[src/rtl/serial_io_pkg.sv]
package serial_io_pkg;

  // ----------------------------------------------------------------
  // Register map and reset values
  // ----------------------------------------------------------------
  localparam logic [7:0] REG_DEVICE_CONFIG   = 8'h00;
  localparam logic [7:0] REG_PIN_DIRECTION   = 8'h01;
  localparam logic [7:0] REG_OUTPUT_DRIVE    = 8'h02;
  localparam logic [7:0] REG_PIN_CHANGE_FLAGS = 8'h03;
  localparam logic [7:0] REG_CHANGE_IRQ_MASK = 8'h04;
  localparam logic [7:0] REG_PIN_VALUE       = 8'h05;
  localparam logic [7:0] REG_COOLING_SPEED   = 8'h06;

  localparam int         CFG_IRQ_EN_BIT      = 0;
  localparam int         CFG_COOLING_BIT     = 1;
  localparam logic [7:0] RST_REG_ZERO        = 8'h00;
  localparam logic [7:0] RST_PIN_VALUE       = 8'hFF;
  localparam logic [7:0] UPPER_PIN_MASK      = 8'hF0;

  // ----------------------------------------------------------------
  // Bus addressing
  // ----------------------------------------------------------------
  localparam logic [6:0] CLIENT_ADDR_BASE    = 7'h20;
  localparam logic [6:0] ALERT_RESPONSE_ADDR = 7'h0C;
  localparam logic [3:0] BYTE_BITS           = 4'h8;
  localparam logic [1:0] BOOT_SETTLED        = 2'h3;
  localparam logic [1:0] BOOT_STRAP_TAKE     = 2'h2;

  // ----------------------------------------------------------------
  // Cooling output timing
  // ----------------------------------------------------------------
  localparam int         CLK_HZ              = 10_000_000;
  localparam int         BOOST_MS            = 1000;
  localparam int         BOOST_CYCLES_DFLT   = (CLK_HZ / 1000) * BOOST_MS;
  localparam int         SPEED_W             = 3;
  localparam logic [2:0] SPEED_OFF           = 3'h0;

  // ----------------------------------------------------------------
  // Types
  // ----------------------------------------------------------------
  typedef enum logic [3:0] {
    BUS_IDLE      = 4'h0,
    BUS_ADDR      = 4'h1,
    BUS_ADDR_ACK  = 4'h2,
    BUS_CMD       = 4'h3,
    BUS_CMD_ACK   = 4'h4,
    BUS_WDATA     = 4'h5,
    BUS_WDATA_ACK = 4'h6,
    BUS_RDATA     = 4'h7,
    BUS_RACK      = 4'h8,
    BUS_WAIT      = 4'h9
  } bus_state_t;

  typedef struct packed {
    logic [2:0] speed_outputs_n;
    logic       cooling_shutdown_n;
  } cooling_out_t;

  typedef struct packed {
    logic       global_irq_enable;
    logic       cooling_mode;
    logic [7:0] pin_direction;
    logic [7:0] output_drive_type;
    logic [7:0] change_irq_mask;
    logic [7:0] pin_value;
  } io_regs_t;

endpackage

[src/rtl/serial_io_expander.sv]
`timescale 1ns/100ps
module serial_io_expander
  import serial_io_pkg::*;
#(
  parameter int unsigned BOOST_CYCLES = BOOST_CYCLES_DFLT
) (
  input  wire logic       mclk,
  input  wire logic       rst,
  input  wire logic       ce,
  input  wire logic       smb_clk,
  input  wire logic       smb_data_i,
  output      logic       smb_data_o,
  output      logic       smb_data_oe,
  input  wire logic [2:0] addr_sel,
  input  wire logic [7:0] io_pin_i,
  output      logic [7:0] io_pin_o,
  output      logic [7:0] io_pin_oe,
  output      logic       alert_n_o,
  output      logic       alert_n_oe
);

  typedef struct packed {
    logic [1:0] scl_s;
    logic [1:0] sda_s;
    logic       scl_p;
    logic       sda_p;
    logic [7:0] pin_s0;
    logic [7:0] pin_s1;
    logic [7:0] pin_p;
    logic [2:0] strap_s0;
    logic [2:0] strap_s1;
    logic [1:0] boot_cnt;
    logic [6:0] own_addr;
    bus_state_t st;
    logic [3:0] cnt;
    logic [7:0] shift;
    logic       rw;
    logic       alert_response_addr;
    logic [7:0] cmd;
    logic       sda_oe;
    io_regs_t   regs;
    logic [7:0] flags;
    logic       alert;
    logic [7:0] pin_o;
    logic [7:0] pin_oe;
  } top_state_t;

  top_state_t   q;
  top_state_t   d;
  cooling_out_t fan_o;
  logic [2:0]   speed_setting;
  logic         speed_wr;
  logic         clr_flags;
  logic         ara_done;
  logic         scl_rise;
  logic         scl_fall;
  logic         bus_start;
  logic         bus_stop;
  logic [7:0]   upper;
  logic [7:0]   is_out;
  logic [7:0]   change;
  logic         alert_ev;
  logic [7:0]   pin_read;
  logic [7:0]   drive_val;
  logic [7:0]   push_pull;

  // ----------------------------------------------------------------
  // Pin conditioning and change detection
  // ----------------------------------------------------------------
  assign scl_rise  = q.scl_s[1] & ~q.scl_p;
  assign scl_fall  = ~q.scl_s[1] & q.scl_p;
  assign bus_start = q.scl_s[1] & q.scl_p & q.sda_p & ~q.sda_s[1];
  assign bus_stop  = q.scl_s[1] & q.scl_p & ~q.sda_p & q.sda_s[1];

  assign upper     = q.regs.cooling_mode ? UPPER_PIN_MASK : 8'h00;
  assign is_out    = q.regs.pin_direction | upper;
  // The previous sample is only valid once the synchronisers have filled,
  // otherwise the reset value would look like a change on every high pin.
  assign change    = (q.boot_cnt == BOOT_SETTLED) ? ((q.pin_s1 ^ q.pin_p) & ~is_out) : 8'h00;
  assign alert_ev  = q.regs.global_irq_enable & (|(change & q.regs.change_irq_mask));
  assign pin_read  = (q.pin_s1 & ~is_out) | (q.regs.pin_value & is_out);
  assign drive_val = q.regs.cooling_mode
                   ? {fan_o.speed_outputs_n, fan_o.cooling_shutdown_n, q.regs.pin_value[3:0]}
                   : q.regs.pin_value;
  assign push_pull = q.regs.output_drive_type & ~upper;

  function automatic logic [7:0] reg_read(input logic [7:0] addr, input io_regs_t r,
                                          input logic [7:0] flags, input logic [7:0] pins,
                                          input logic [2:0] speed);
    logic [7:0] v;
    v = 8'h00;
    unique case (addr)
      REG_DEVICE_CONFIG: begin
        v[CFG_IRQ_EN_BIT]  = r.global_irq_enable;
        v[CFG_COOLING_BIT] = r.cooling_mode;
      end
      REG_PIN_DIRECTION:    v = r.pin_direction;
      REG_OUTPUT_DRIVE:     v = r.output_drive_type;
      REG_PIN_CHANGE_FLAGS: v = flags;
      REG_CHANGE_IRQ_MASK:  v = r.change_irq_mask;
      REG_PIN_VALUE:        v = pins;
      REG_COOLING_SPEED:    v = {5'h00, speed};
      default:              v = 8'h00;
    endcase
    return v;
  endfunction

  // ----------------------------------------------------------------
  // Next state
  // ----------------------------------------------------------------
  always_comb begin
    d         = q;
    clr_flags = 1'b0;
    ara_done  = 1'b0;
    speed_wr  = 1'b0;
    d.scl_s    = {q.scl_s[0], smb_clk};
    d.sda_s    = {q.sda_s[0], smb_data_i};
    d.scl_p    = q.scl_s[1];
    d.sda_p    = q.sda_s[1];
    d.pin_s0   = io_pin_i;
    d.pin_s1   = q.pin_s0;
    d.pin_p    = q.pin_s1;
    d.strap_s0 = addr_sel;
    d.strap_s1 = q.strap_s0;
    if (q.boot_cnt != BOOT_SETTLED) begin
      d.boot_cnt = q.boot_cnt + 2'h1;
    end
    // Straps are taken once, after the synchroniser holds a real sample.
    if (q.boot_cnt == BOOT_STRAP_TAKE) begin
      d.own_addr = {CLIENT_ADDR_BASE[6:3], q.strap_s1};
    end

    unique case (q.st)
      BUS_IDLE, BUS_WAIT: begin
      end
      BUS_ADDR, BUS_CMD, BUS_WDATA: begin
        if (scl_rise) begin
          d.shift = {q.shift[6:0], q.sda_s[1]};
          d.cnt   = q.cnt + 4'h1;
        end else if (scl_fall && q.cnt == BYTE_BITS) begin
          d.cnt    = 4'h0;
          d.sda_oe = 1'b1;
          if (q.st == BUS_ADDR) begin
            d.rw  = q.shift[0];
            d.alert_response_addr = 1'b0;
            d.st  = BUS_ADDR_ACK;
            if (q.shift[7:1] == ALERT_RESPONSE_ADDR && q.shift[0] && q.alert) begin
              d.alert_response_addr = 1'b1;
            end else if (q.shift[7:1] != q.own_addr) begin
              d.sda_oe = 1'b0;
              d.st     = BUS_WAIT;
            end
          end else if (q.st == BUS_CMD) begin
            d.cmd = q.shift;
            d.st  = BUS_CMD_ACK;
          end else begin
            d.st = BUS_WDATA_ACK;
            unique case (q.cmd)
              REG_DEVICE_CONFIG: begin
                d.regs.global_irq_enable = q.shift[CFG_IRQ_EN_BIT];
                d.regs.cooling_mode      = q.shift[CFG_COOLING_BIT];
              end
              REG_PIN_DIRECTION:   d.regs.pin_direction     = q.shift;
              REG_OUTPUT_DRIVE:    d.regs.output_drive_type = q.shift;
              REG_CHANGE_IRQ_MASK: d.regs.change_irq_mask   = q.shift;
              REG_PIN_VALUE: begin
                d.regs.pin_value = (q.regs.pin_value & ~q.regs.pin_direction)
                                 | (q.shift & q.regs.pin_direction);
              end
              REG_COOLING_SPEED:   speed_wr = 1'b1;
              default: begin
              end
            endcase
          end
        end
      end
      BUS_ADDR_ACK: begin
        if (scl_fall) begin
          d.sda_oe = 1'b0;
          d.st     = BUS_CMD;
          if (q.rw) begin
            d.shift  = q.alert_response_addr ? {q.own_addr, 1'b0}
                             : reg_read(q.cmd, q.regs, q.flags, pin_read, speed_setting);
            d.sda_oe = ~d.shift[7];
            d.cnt    = 4'h1;
            d.st     = BUS_RDATA;
          end
        end
      end
      BUS_CMD_ACK: begin
        if (scl_fall) begin
          d.sda_oe = 1'b0;
          d.st     = BUS_WDATA;
        end
      end
      BUS_WDATA_ACK: begin
        if (scl_fall) begin
          d.sda_oe = 1'b0;
          d.st     = BUS_WAIT;
        end
      end
      BUS_RDATA: begin
        if (scl_fall) begin
          if (q.cnt == BYTE_BITS) begin
            d.sda_oe = 1'b0;
            d.st     = BUS_RACK;
            if (q.alert_response_addr) begin
              ara_done = 1'b1;
            end else if (q.cmd == REG_PIN_CHANGE_FLAGS) begin
              clr_flags = 1'b1;
            end
          end else begin
            d.shift  = {q.shift[6:0], 1'b0};
            d.sda_oe = ~q.shift[6];
            d.cnt    = q.cnt + 4'h1;
          end
        end
      end
      BUS_RACK: begin
        if (scl_fall) begin
          d.st = BUS_WAIT;
        end
      end
      default: d.st = BUS_IDLE;
    endcase

    if (bus_start) begin
      d.st     = BUS_ADDR;
      d.cnt    = 4'h0;
      d.sda_oe = 1'b0;
    end else if (bus_stop) begin
      d.st     = BUS_IDLE;
      d.sda_oe = 1'b0;
    end

    // A change in the clearing cycle survives: the set term wins.
    d.flags = (clr_flags ? 8'h00 : q.flags) | change;
    d.alert = ((clr_flags | ara_done) ? 1'b0 : q.alert) | alert_ev;

    for (int i = 0; i < 8; i++) begin
      d.pin_o[i]  = drive_val[i];
      d.pin_oe[i] = is_out[i] & (push_pull[i] | ~drive_val[i]);
    end
  end

  always_ff @(posedge mclk or posedge rst) begin
    if (rst) begin
      q                <= '0;
      q.regs.pin_value <= RST_PIN_VALUE;
      q.own_addr       <= CLIENT_ADDR_BASE;
    end else if (ce) begin
      q <= d;
    end
  end

  // ----------------------------------------------------------------
  // Cooling encoder and outputs
  // ----------------------------------------------------------------
  cooling_speed_encoder #(
    .BOOST_CYCLES (BOOST_CYCLES)
  ) u_cooling (
    .mclk          (mclk),
    .rst           (rst),
    .ce            (ce),
    .speed_wr      (speed_wr),
    .speed_wdata   (q.shift[2:0]),
    .speed_setting (speed_setting),
    .cooling_out   (fan_o)
  );

  assign smb_data_o  = 1'b0;
  assign smb_data_oe = q.sda_oe;
  assign io_pin_o    = q.pin_o;
  assign io_pin_oe   = q.pin_oe;
  assign alert_n_o   = 1'b0;
  assign alert_n_oe  = q.alert;

  // ----------------------------------------------------------------
  // Checks
  // ----------------------------------------------------------------
  a_flags_sticky: assert property (@(posedge mclk) disable iff (rst)
    (ce && !clr_flags) |=> ((q.flags & $past(q.flags)) == $past(q.flags)))
    else $error("change flag dropped without a flag read");

  a_flags_clear: assert property (@(posedge mclk) disable iff (rst)
    (ce && clr_flags && change == 8'h00) |=> (q.flags == 8'h00))
    else $error("flag read did not clear flags");

  a_cooling_quiet: assert property (@(posedge mclk) disable iff (rst)
    (ce && q.regs.cooling_mode) |=> ((q.flags[7:4] & ~$past(q.flags[7:4])) == 4'h0))
    else $error("upper pin flagged in cooling mode");

  a_alert_cause: assert property (@(posedge mclk) disable iff (rst)
    $rose(q.alert) |-> $past(q.regs.global_irq_enable && (|(change & q.regs.change_irq_mask))))
    else $error("alert raised without enabled change");

  a_upper_open_drain: assert property (@(posedge mclk) disable iff (rst)
    (ce && q.regs.cooling_mode) |=> (io_pin_oe[7:4] == ~io_pin_o[7:4]))
    else $error("upper pin not open-drain in cooling mode");

  a_input_released: assert property (@(posedge mclk) disable iff (rst)
    (ce && !q.regs.cooling_mode) |=> ((io_pin_oe & ~$past(q.regs.pin_direction)) == 8'h00))
    else $error("input pin is driven");

  a_push_pull: assert property (@(posedge mclk) disable iff (rst)
    (ce && !q.regs.cooling_mode)
      |=> ((io_pin_oe | ~$past(q.regs.pin_direction & q.regs.output_drive_type)) == 8'hFF))
    else $error("push-pull output not driven");

  a_value_inputs: assert property (@(posedge mclk) disable iff (rst)
    (ce && q.regs.pin_direction == 8'h00) |=> (q.regs.pin_value == $past(q.regs.pin_value)))
    else $error("pin value changed while all pins are inputs");

endmodule

[src/rtl/cooling_speed_encoder.sv]
`timescale 1ns/100ps
module cooling_speed_encoder
  import serial_io_pkg::*;
#(
  parameter int unsigned BOOST_CYCLES = BOOST_CYCLES_DFLT
) (
  input  wire logic               mclk,
  input  wire logic               rst,
  input  wire logic               ce,
  input  wire logic               speed_wr,
  input  wire logic [SPEED_W-1:0] speed_wdata,
  output      logic [SPEED_W-1:0] speed_setting,
  output      cooling_out_t       cooling_out
);

  localparam int CW = $clog2(BOOST_CYCLES + 1);

  typedef struct packed {
    logic [SPEED_W-1:0] speed;
    logic               boosting;
    logic [CW-1:0]      boost_cnt;
    cooling_out_t       pins;
  } enc_state_t;

  enc_state_t q;
  enc_state_t d;

  always_comb begin
    d = q;
    if (q.boosting) begin
      if (q.boost_cnt == '0) begin
        d.boosting = 1'b0;
      end else begin
        d.boost_cnt = q.boost_cnt - CW'(1);
      end
    end
    if (speed_wr) begin
      d.speed = speed_wdata;
      // Only an off-to-running write restarts the boost interval.
      if (q.speed == SPEED_OFF && speed_wdata != SPEED_OFF) begin
        d.boosting  = 1'b1;
        d.boost_cnt = CW'(BOOST_CYCLES - 1);
      end else if (speed_wdata == SPEED_OFF) begin
        d.boosting = 1'b0;
      end
    end
    if (d.boosting) begin
      d.pins.speed_outputs_n    = '0;
      d.pins.cooling_shutdown_n = 1'b1;
    end else begin
      d.pins.speed_outputs_n    = ~d.speed;
      d.pins.cooling_shutdown_n = |d.speed;
    end
  end

  always_ff @(posedge mclk or posedge rst) begin
    if (rst) begin
      q <= '0;
      q.pins.speed_outputs_n <= '1;
    end else if (ce) begin
      q <= d;
    end
  end

  assign speed_setting = q.speed;
  assign cooling_out   = q.pins;

  a_boost_start: assert property (@(posedge mclk) disable iff (rst)
    (ce && speed_wr && q.speed == SPEED_OFF && speed_wdata != SPEED_OFF)
      |=> (cooling_out.speed_outputs_n == 3'h0 && cooling_out.cooling_shutdown_n))
    else $error("boost pattern not applied after start from off");

  a_speed_pattern: assert property (@(posedge mclk) disable iff (rst)
    (ce && !d.boosting) |=> (cooling_out.speed_outputs_n == ~speed_setting
      && cooling_out.cooling_shutdown_n == (speed_setting != SPEED_OFF)))
    else $error("speed outputs do not follow setting");

endmodule

[config.mk]
export PLATFORM = sky130hd
export DESIGN_NAME = serial_io_expander
export DESIGN_NICKNAME = d
export VERILOG_FILES = /design/src/rtl/serial_io_pkg.sv /design/src/rtl/serial_io_expander.sv /design/src/rtl/cooling_speed_encoder.sv
export SDC_FILE = /design/constraint.sdc
export NUM_CORES = 1
export LEC_CHECK = 0
export ABC_AREA = 1
export BUFFER_PORTS_ARGS = -buffer_cell sky130_fd_sc_hd__clkbuf_2
export CORE_UTILIZATION = 67
export DETAILED_ROUTE_END_ITERATION = 8
export PLACE_DENSITY = 0.94
export RECOVER_POWER = 50
export SYNTH_ARGS = -nofsm -noshare
export SYNTH_HDL_FRONTEND = slang
export SYNTH_HIERARCHICAL = 1
export SYNTH_SLANG_ARGS = --single-unit
[constraint.sdc]
create_clock -name mclk -period 12.29 [get_ports mclk]
set_clock_uncertainty 0.1 [all_clocks]
set_input_delay 1.8435 -clock mclk [delete_from_list [all_inputs] [get_ports mclk]]
set_output_delay 1.8435 -clock mclk [all_outputs]
set_load 0.01 [all_outputs]
---- Yosys cells after proc, flatten, opt, wreduce, memory -nomap -nowiden ----
Index checks and enable logic that the tools add are counted.
word-level totals
  register bits ........................... 159
  bits of input ports ..................... 16
  output and inout port bits .............. 20
operators by class
  $add $sub $neg .......................... 3
  equal/unequal tests ..................... 40
  muxes and demuxes ....................... 78
  bitwise gates (word level) .............. 59
  reductions and logical operators ........ 32
operator list
  cell                                                                    number
  8-bit two-way mux                                                       11
  35-bit two-way mux                                                      2
  34-bit two-way mux                                                      2
  8-bit bitwise AND                                                       7
  7-bit AND reduction                                                     8
  24-bit two-way mux                                                      2
  4-bit two-way mux                                                       12
  12-bit one-hot mux with 3 select lines                                  1
  6-bit one-hot mux with 6 select lines                                   1
  16-bit two-way mux                                                      2
  8-bit bitwise OR                                                        4
  1-bit two-way mux                                                       30
  28-bit two-way mux                                                      1
  4-bit inequality test (second input constant)                           7
  25-bit two-way mux                                                      1
  8-bit by 3-bit equality test with 1-bit output (second input constant)  3
  24-bit logical NOT                                                      1
  8-bit inverter                                                          3
  4-bit one-hot mux with 6 select lines                                   1
  24-bit by 1-bit subtractor with 24-bit output (second input constant)   1
  6-bit two-way mux                                                       3
  1-bit inverter                                                          17
  1-bit bitwise AND                                                       16
  4-bit by 3-bit equality test with 1-bit output (second input constant)  4
  35 further kinds                                                        72

---- Depth between registers and ports, before layout ----
Gate-level depths: netlist of the first run.
  depth after elaboration ................. 16
  mapped depth ............................ 17
  depth with buffers taken out ............ 17

---- By module ----
The synthesis of the first run kept the hierarchy.
modules (own cells, without submodules)
  module                 times used  cells an instance  area an instance (sq um)
  serial_io_expander     1           884                6607.6
  cooling_speed_encoder  1           275                1985.7

---- Worst setup path after synthesis of the first run ----
Ideal clock, no wire load.
  path type ............................... input-to-reg
  start ................................... input ce
  end ..................................... register q[85] (netlist bit)
  setup time .............................. 118 ps
  arrival ................................. 2961 ps
  data required time ...................... 12072 ps
  path slack .............................. 9112 ps
  stages .................................. 9
  buffers on the path ..................... 1
  cells stage by stage .................... clkbuf_1 > clkinv_1 > a21oi_1 > and2_1 > nand2_1 > nor2_4 > inv_1 > nand2_1 > nand2_1
between the ends
  word-level cells in the longest chain between the ends .. 1
ends and longest elaborated chain
  item                           line                      source
  from (decl)                    serial_io_expander.sv:9   input wire logic ce,
  9-bit AND reduction (no line)  -
  to (decl)                      serial_io_expander.sv:48  top_state_t q;
No other way between the ends.
A chain may end at the register's enable or synchronous reset.

---- Worst setup path in the final report of the first run ----
  start ................................... input ce
  end ..................................... register q[75] (netlist bit)
between the ends
  word-level cells in the longest chain between the ends .. 1
ends and longest elaborated chain
  item
  7-bit AND reduction (no line)
No other way between the ends.

==> flow_summary.yaml, run 1 <==
run_status:
  outcome: "finished with violations"
  violations: "capacitance limit, slew limit"
detailed_routing:
  vias: 7903
  viasPerCell: 5.845
  drt_iter0_drc: 1041
  totalWireLength_um: 21460
  wl_per_cell_um: 15.87
  postRouteAntennaNets: 0
  drtPass1Iterations: 8
  remaining_drc_errors: 0
logic_synthesis:
  synthCells: 1159
  ys_ff_latch: 159
  synthArstFlopShare_pct: 100.0
  syn_area_sq_um: 8593
  synthFlopType: "dfrtp_1"
  ys_warn_count: 6
  synth-edff-count: 0
  synth.distinct_cells: 45
  synth_area_per_cell_sq_um: 7.414
  seq_area_frac_synth_pct: 46.46
placement:
  dp_cells: 1320
  io_buffers: 33
  post_dp_cell_area_sq_um: 8710
  dp_hpwl_um: 14710
  place_congestion: 0.9940
clocking:
  cts_tree: "done"
  max-clock-path-buffers: 2
  clkTransAtPathRegs_ps: 60
  hold_buffers: 0
  numClockSinks: 159
  post_cts_buffers: 0
  numCtsBuffers: 17
  postCtsResizedCells: 0
  clkLatencyLatePin_ps: 440
  root_buffer: "clkbuf_16"
  cts_max_level: 4
final_layout:
  nets: 1188
  regArea_sq_um: 3993
  final_common_cell: "nand2_1"
  antenna_cells: 0
  multi_input_area_sq_um: 3812
  final_cells: 1352
  fillers: 902
  layout_common_cells: "nand2_1 (357), dfrtp_1 (148), nor2_1 (125)"
  syn_to_final_growth_pct: 7.804
  drive_above_1_share_pct: 9.407
  fin_area_sq_um: 9264
global_routing:
  met2_usage_pct: 52.65
  antenna_found_initial: 0
  use_met3_pct: 9.225
  grt_util_met1_pct: 46.23
  grt_use_total_pct: 34.41
  grt_max_degree: 73
  top_usage_layer: "met2"
  grt_pass1_vias: 7345
  grt_pass1_wl_um: 34820
  grt-ovfl-total: 0
min_path:
  hold_path.class: "register to register"
floorplanning:
  die_h_um: 115.3
  ioPinCount: 36
  die_area_sq_um: 13280
  start_util_pct: 68.37
  core-area_sq_um: 12570
  num_rows: 41
  die_width_um: 115.3
worst_setup_path:
  required_ps: 12520
  crit_fanout: 55
  criticalPathCategory: "primary input to register"
  worstPathArrival_ps: 6160
  critPathCaptureType: "register"
  start_kind: "primary input"
sta:
  period_share_pct: 48.26
  hold_ws_ps: 372.6
  hold_viol: 0
  grt_setup_unrepaired: "no"
  setup_tns_ps: 0
  fmax_mhz: 168.6
  period_needed_ps: 5931
  setup_viol: 0
  max_slew_margin_pct: -109.5
  slew_violations: 164
  worst_slew_pin_slew_ps: 3126
pwr:
  p_leak_uw: 0.004498
  vdd_drop_max_mv: 0.1129
  finalPower_uw: 1571
  power_density_nw_per_um2: 169.6
run:
  max-cap-violations: 3
==> synthesized netlist by cell type, types with 3 or more instances <==
cell      instances  share of area, %
o211ai_1          3              0.26
nand3_1          63               3.7
dfstp_2          11               3.4
clkbuf_1         13              0.57
inv_1           115               5.0
buf_2             6              0.35
buf_1             3              0.13
o21ai_1          34               2.0
a211oi_1          4              0.35
dfrtp_1         148                43
nand3b_1         10              0.87
nand2_1         357                16
o21ai_2           3              0.31
nand2_2           8              0.58
o21ai_0         113               6.6
xnor2_1           6              0.61
nor2_4            5              0.66
nor3_2            3              0.35
ha_1              5              0.73
nand4_1          14               1.0
nand3_2           5              0.58
nor3_1           20               1.2
a21oi_1          22               1.3
nor2_1          124               5.4
buf_4            26               2.3
inv_2             8              0.35
nor2_2            8              0.58
==> through the flow <==
stage / util (%) / setup WS [ps]
floorplan: - / 6975
CTS: 74.00 / 8531
global route: 73.71 / 5928
detailed placement: 69.30 / 8109
global placement: 69.30 / 8197
finish: 73.71 / 6359
==> cells by family (layout without fill, tap and decap cells) <==
logic type / after synthesis / in the layout / share of synthesized area (%)
and+or+nand+nor: 626 / 626 / 31.52
AOI/OAI and AO/OA: 184 / 184 / 11.30
buffers and inverters: 176 / 196 / 9.129
DFF: 159 / 159 / 46.46
xor gates and xnor gates: 8 / 8 / 0.8154
adders and majority gates: 5 / 5 / 0.7280
other: 1 / 2 / 0.04364
==> power breakdown <==
group	switching, uW	internal [uW]	total, uW	leakage [uW]
combinational	260	117	376	0.00225
sequential	79.4	591	670	0.00197
clock	215	310	525	0.000275
total	554	1020	1570	0.00450
==> worst max-delay path, stage by stage <==
cell and delay, ps:
clkbuf_2 70, clkbuf_1 1090, clkbuf_1 1700, nand3_1 500
nor2_2 530, o21ai_0 200, nor2_1 130, nor2_1 40
==> area by class of cell <==
| class | instances | area share [%] |
|---|---|---|
| clock buffers | 20 | 4.930 |
| clock inverters | 12 | 1.445 |
| inverters | 126 | 5.146 |
| multi-input cells | 825 | 41.15 |
| flip-flops and latches | 159 | 43.10 |
| well taps | 172 | 2.323 |
| repair buffers | 38 | 1.904 |
==> sequential cells by signal, indices dropped and copies added (netlist names), named ones only <==
name / cells
q: 78
u_cooling/q: 25
io_pin_oe: 8
alert_n_oe: 1
u_cooling/cooling_out: 4
io_pin_o: 8
d: 23
u_cooling/speed_setting: 3
smb_data_oe: 1
==> routing by layer <==
metal  part of all wire [%]  routed length [um]  vias up
li1                       -                   -     3704
met1                     41                8712     3682
met2                     46                9891      438
met3                     10                2151       79
met4                    3.3                 703        0
met5                      0                   0        -
==> worst paths after layout <==
| kind | startpoint | cells after the start | slack (ps) | endpoint |
|---|---|---|---|---|
| min in group asynchronous | rst | 2 | 1280 | u_cooling/q[12]$_DFFE_PP0P_ |
| worst max register to register | q[78]$_DFFE_PP0P_ | 15 | 8850 | u_cooling/q[15]$_DFFE_PP0P_ |
| worst min-delay path | d[111]$_DFFE_PP0P_ | 2 | 370 | d[111]$_DFFE_PP0P_ |
| max in group asynchronous | rst | 3 | 8120 | smb_data_oe$_DFFE_PP0P_ |
| worst min register to register | d[111]$_DFFE_PP0P_ | 2 | 370 | d[111]$_DFFE_PP0P_ |
| worst max-delay path | ce | 8 | 6360 | q[75]$_DFFE_PP0P_ |
Note: power is estimated with default switching activity, not from simulation.
==> inputs of run 2 (changes only) <==
--- a/config.mk
+++ b/config.mk
@@ -7,9 +7,9 @@
 export LEC_CHECK = 0
 export ABC_AREA = 1
 export BUFFER_PORTS_ARGS = -buffer_cell sky130_fd_sc_hd__clkbuf_2
-export CORE_UTILIZATION = 67
+export CORE_UTILIZATION = 56
 export DETAILED_ROUTE_END_ITERATION = 8
-export PLACE_DENSITY = 0.94
+export PLACE_DENSITY = 0.84
 export RECOVER_POWER = 50
 export SYNTH_ARGS = -nofsm -noshare
 export SYNTH_HDL_FRONTEND = slang
==> constraint.sdc (replaced) <==
create_clock -name mclk -period 5.2 [get_ports mclk]
set_clock_uncertainty 0.1 [all_clocks]
set_input_delay 0.78 -clock mclk [delete_from_list [all_inputs] [get_ports mclk]]
set_output_delay 0.78 -clock mclk [all_outputs]
set_load 0.01 [all_outputs]
==> run 2 against run 1 <==
Net effect: the run still ends with capacitance limit, slew limit left; worst setup slack lost 4800 ps; design area rose by 0.35%; combinational power rose by 130%; largest power group unchanged.
==> flow_summary.yaml, run 2 (synthesis results as in run 1) <==
placement:
  dp_cells: 1332
  place_congestion: 0.9272
  place_ws_ps: 2125
  io_buffers: 33
  dp_hpwl_um: 14500
detailed_routing:
  wl_per_cell_um: 14.93
  remaining_drc_errors: 0
  totalWireLength_um: 20360
  drt_iter0_drc: 793
  vias: 7562
  drtPass1Iterations: 5
  viasPerCell: 5.544
  postRouteAntennaNets: 0
global_routing:
  grt_use_total_pct: 27.17
  antenna_found_initial: 0
  grt_pass1_vias: 7112
  grt_max_degree: 53
  grt_pass1_wl_um: 34260
  grt-ovfl-total: 0
clocking:
  clkTransAtPathRegs_ps: 60
  numCtsBuffers: 17
  hold_buffers: 0
  clkLatencyLatePin_ps: 420
  max-clock-path-buffers: 2
  root_buffer: "clkbuf_16"
  numClockSinks: 159
  cts_max_level: 4
  post_cts_buffers: 0
  cts_tree: "done"
  postCtsResizedCells: 0
pwr:
  p_leak_uw: 0.004542
  p_sw_share_pct: 35.51
  intPower_uw: 2367
  power_density_nw_per_um2: 394.8
  seq_power_share_pct: 42.9
  vdd_drop_max_mv: 0.2657
  p_sw_uw: 1303
  clkPwrFrac_pct: 33.2
  pwr-share-comb_pct: 23.9
final_layout:
  largest-register: "q"
  final_common_cell: "nand2_1"
  fillers: 1271
  final_cells: 1364
  syn_to_final_growth_pct: 8.183
  largest_reg_flops: 78
  antenna_cells: 0
  layout_common_cells: "nand2_1 (357), dfrtp_1 (148), nor2_1 (124)"
  drive_above_1_share_pct: 10.59
  nets: 1188
sta:
  hold_ws_ps: 246.9
  fmax_mhz: 275.9
  max_slew_margin_pct: -50.89
  period_needed_ps: 3625
  worst_slew_pin_slew_ps: 2263
  period_share_pct: 69.71
  setup_viol: 0
  hold_viol: 0
  grt_setup_unrepaired: "no"
  fin_ws_ps: 1575
  slew_violations: 88
  setup_tns_ps: 0
floorplanning:
  core-area_sq_um: 14750
  num_rows: 44
  die_width_um: 125.9
  die_area_sq_um: 15840
  die_h_um: 125.9
  ioPinCount: 36
  start_util_pct: 58.24
worst_setup_path:
  critPathCaptureType: "register"
  criticalPathCategory: "primary input to register"
  start_kind: "primary input"
  crit_fanout: 52
  r2r_slack_ps: 2670
  required_ps: 5410
  worstPathArrival_ps: 3840
run_status:
  outcome: "finished with violations"
  violations: "capacitance limit, slew limit"
run:
  max-cap-violations: 2
min_path:
  hold_path.class: "primary input to asynchronous set/reset pin"
run 2: changes by cell type in the layout (fill, tap and decap cells not counted), sizes merged:
cell | before | now
inv | 124 | 129
clkbuf | 56 | 53
clkinvlp | 7 | 4
buf | 2 | 4
bufinv | 2 | 1
run 2: power by group through the flow:
stage / Combinational [uW] / Sequential (uW) / Clock, uW
finish: 877 / 1580 / 1220
detailed placement: 861 / 1590 / 0
floorplan: 693 / 1540 / 0
global placement: 830 / 1580 / 0
global route: 987 / 1590 / 1280
CTS: 870 / 1570 / 1230
run 2: cell type report:
type	count	area (sq um)	area share (%)
Sequential cell	159	3993	42.95
Multi-Input combinational cell	825	3820	41.09
Inverter	126	478.0	5.141
Clock buffer	19	452.9	4.872
Tap cell	184	230.2	2.476
Timing Repair Buffer	38	196.4	2.113
Clock inverter	13	126.4	1.359
run 2: path summary, 6_finish.rpt:
path / start / endpoint / depth (start not counted)
worst max-delay path: ce / q[85]$_DFFE_PP0P_ / 10
worst min-delay path: rst / u_cooling/q[4]$_DFFE_PP0P_ / 2
worst max register to register: q[66]$_DFFE_PP0P_ / u_cooling/q[12]$_DFFE_PP0P_ / 14
worst min register to register: d[96]$_DFFE_PP0P_ / d[96]$_DFFE_PP0P_ / 2
max in group asynchronous: rst / d[103]$_DFFE_PP0P_ / 3
min in group mclk: d[96]$_DFFE_PP0P_ / d[96]$_DFFE_PP0P_ / 2
run 2: per-layer routing:
layer / track usage [%] / up-vias / part of all wire (%)
met1: 36.88 / 3539 / 44
met2: 43.33 / 287 / 46
met4: 8.363 / 0 / 2.0
li1: - / 3701 / -
met3: 6.542 / 35 / 7.8
met5: 0 / - / 0
run 2: per-stage QoR:
step / util [%] / instance area [sq um] / total power [uW]
after floorplan: - / 8597 / 2229
after global placement: 59.13 / 8725 / 2413
after detailed placement: 59.13 / 8725 / 2450
after CTS: 63.06 / 9304 / 3671
after global routing: 63.01 / 9296 / 3862
final: 63.01 / 9296 / 3670
run 2: worst max-delay path, stage by stage:
cell      delay (ps)
clkbuf_1        1580
clkinv_1         220
buf_4            380
a21oi_1          260
and2_1           160
nand2_1           80
nor2_4           180
inv_1             70
nand2_1           60
nand2_1           50
==> inputs of run 3 (changes only) <==
--- a/config.mk
+++ b/config.mk
@@ -7,9 +7,9 @@
 export LEC_CHECK = 0
 export ABC_AREA = 1
 export BUFFER_PORTS_ARGS = -buffer_cell sky130_fd_sc_hd__clkbuf_2
-export CORE_UTILIZATION = 56
+export CORE_UTILIZATION = 62
 export DETAILED_ROUTE_END_ITERATION = 8
-export PLACE_DENSITY = 0.84
+export PLACE_DENSITY = 0.88
 export RECOVER_POWER = 50
 export SYNTH_ARGS = -nofsm -noshare
 export SYNTH_HDL_FRONTEND = slang
==> constraint.sdc (replaced) <==
create_clock -name mclk -period 3.34 [get_ports mclk]
set_clock_uncertainty 0.1 [all_clocks]
set_input_delay 0.501 -clock mclk [delete_from_list [all_inputs] [get_ports mclk]]
set_output_delay 0.501 -clock mclk [all_outputs]
set_load 0.01 [all_outputs]
==> run 3 against run 2 <==
Net effect: the run still ends with capacitance limit, slew limit left; combinational power up 56%; count of clock-buffer cells in the layout rose by 4; register-to-register slack got worse by 1900 ps; die area is 9.5% lower; worst hold slack got worse by 210 ps; first-iteration DRC count is 3.0% higher; clock power is 61% higher; wire length up 5.0%; non-clock buffer count rose by 2; design area up 0.13%; highest routed layer unchanged.
==> flow_summary.yaml, run 3 (synthesis results as in run 1) <==
run_status:
  outcome: "finished with violations"
  violations: "capacitance limit, slew limit"
final_layout:
  syn_to_final_growth_pct: 8.328
  nets: 1190
  layout_common_cells: "nand2_1 (357), dfrtp_1 (148), nor2_1 (124)"
  largest_reg_flops: 78
  final_util_pct: 69.47
  largest-register: "q"
  drive_above_1_share_pct: 10.41
  antenna_cells: 0
  final_common_cell: "nand2_1"
global_routing:
  grt_pass1_vias: 7398
  grt_max_degree: 55
  grt_use_total_pct: 31.82
  grt-ovfl-total: 0
  antenna_found_initial: 0
  grt_pass1_wl_um: 35580
worst_setup_path:
  criticalPathCategory: "primary input to register"
  required_ps: 3550
  worstPathArrival_ps: 2930
  crit_fanout: 37
  r2r_slack_ps: 810
  critPathCaptureType: "register"
  start_kind: "primary input"
sta:
  period_share_pct: 81.25
  worst_slew_pin_slew_ps: 1931
  grt_setup_unrepaired: "no"
  period_needed_ps: 2714
  slew_violations: 125
  setup_tns_ps: 0
  max_slew_margin_pct: -28.71
  setup_viol: 0
  hold_viol: 0
  fmax_mhz: 368.5
run:
  max-cap-violations: 3
clocking:
  clkLatencyLatePin_ps: 430
  numCtsBuffers: 17
  clkTransAtPathRegs_ps: 60
  cts_tree: "done"
  hold_buffers: 0
  postCtsResizedCells: 0
  root_buffer: "clkbuf_16"
  post_cts_buffers: 0
  max-clock-path-buffers: 2
  cts_max_level: 4
  numClockSinks: 159
detailed_routing:
  remaining_drc_errors: 0
  totalWireLength_um: 21390
  drtPass1Iterations: 5
  drt_iter0_drc: 817
  viasPerCell: 5.752
  wl_per_cell_um: 15.75
  postRouteAntennaNets: 0
  vias: 7811
pwr:
  p_leak_uw: 0.004560
  vdd_drop_max_mv: 0.4190
  power_density_nw_per_um2: 624.3
floorplanning:
  start_util_pct: 64.13
  die_h_um: 119.7
  die_area_sq_um: 14340
  die_width_um: 119.7
  core-area_sq_um: 13400
  num_rows: 42
  ioPinCount: 36
placement:
  io_buffers: 33
  place_congestion: 0.9391
  dp_hpwl_um: 15040
min_path:
  hold_path.class: "primary input to asynchronous set/reset pin"
==> run 3: changes by cell type in the layout (fill, tap and decap cells not counted), sizes merged <==
cell / before / now
clkbuf: 53 / 61
inv: 129 / 124
buf: 4 / 2
clkinv: 5 / 7
clkinvlp: 4 / 2
bufinv: 1 / 2
==> run 3: routing by layer <==
layer / GRT usage (%) / share of wire (%)
met2: 50.61 / 47
met1: 42.16 / 41
met4: 11.88 / 2.4
met3: 7.890 / 8.7
met5: 0 / 0
==> run 3: metrics by stage <==
step / hold WS, ps / std cells / area (sq um) / setup WS, ps / power, uW
global route: 91.82 / 1358 / 9309 / 346.1 / 6096
global placement: 356.0 / 1326 / 8743 / 944.4 / 3768
floorplan: 342.2 / 1160 / 8601 / 1110 / 3470
finish: 37.45 / 1358 / 9309 / 626.3 / 5812
detailed placement: 358.4 / 1326 / 8743 / 854.2 / 3820
CTS: 62.31 / 1358 / 9346 / 849.4 / 5800
==> run 3: where the power goes <==
group	switching, uW	leakage, uW	internal (uW)	total (uW)
Clock	774	0.000299	1200	1970
Combinational	939	0.00229	433	1370
Sequential	294	0.00197	2170	2470
==> run 3: path summary, 6_finish.rpt <==
path	depth (start not counted)	startpoint	to
setup / recovery	7	ce	u_cooling/q[15]$_DFFE_PP0P_
hold / removal	2	rst	u_cooling/q[12]$_DFFE_PP0P_
setup reg to reg	15	q[78]$_DFFE_PP0P_	u_cooling/q[21]$_DFFE_PP0P_
hold reg to reg	2	d[130]$_DFFE_PP0P_	d[130]$_DFFE_PP0P_
max in group asynchronous	3	rst	d[125]$_DFFE_PP0P_
min in group mclk	3	addr_sel[1]	d[96]$_DFFE_PP0P_
==> run 3: final cells by class <==
class                   count  area (sq um)
fillers                  1057          4091
multi-input cells         825          3820
clock inverters             9         105.1
well taps                 176         220.2
clock buffers              23         498.0
repair buffers             40         195.2
inverters                 126         478.0
flip-flops and latches    159          3993
==> run 3: worst max-delay path: stages <==
cell,delay [ps]
buf_2,180
clkbuf_1,1190
inv_1,480
nor2_4,290
inv_4,120
nand2_1,90
nor2_1,40
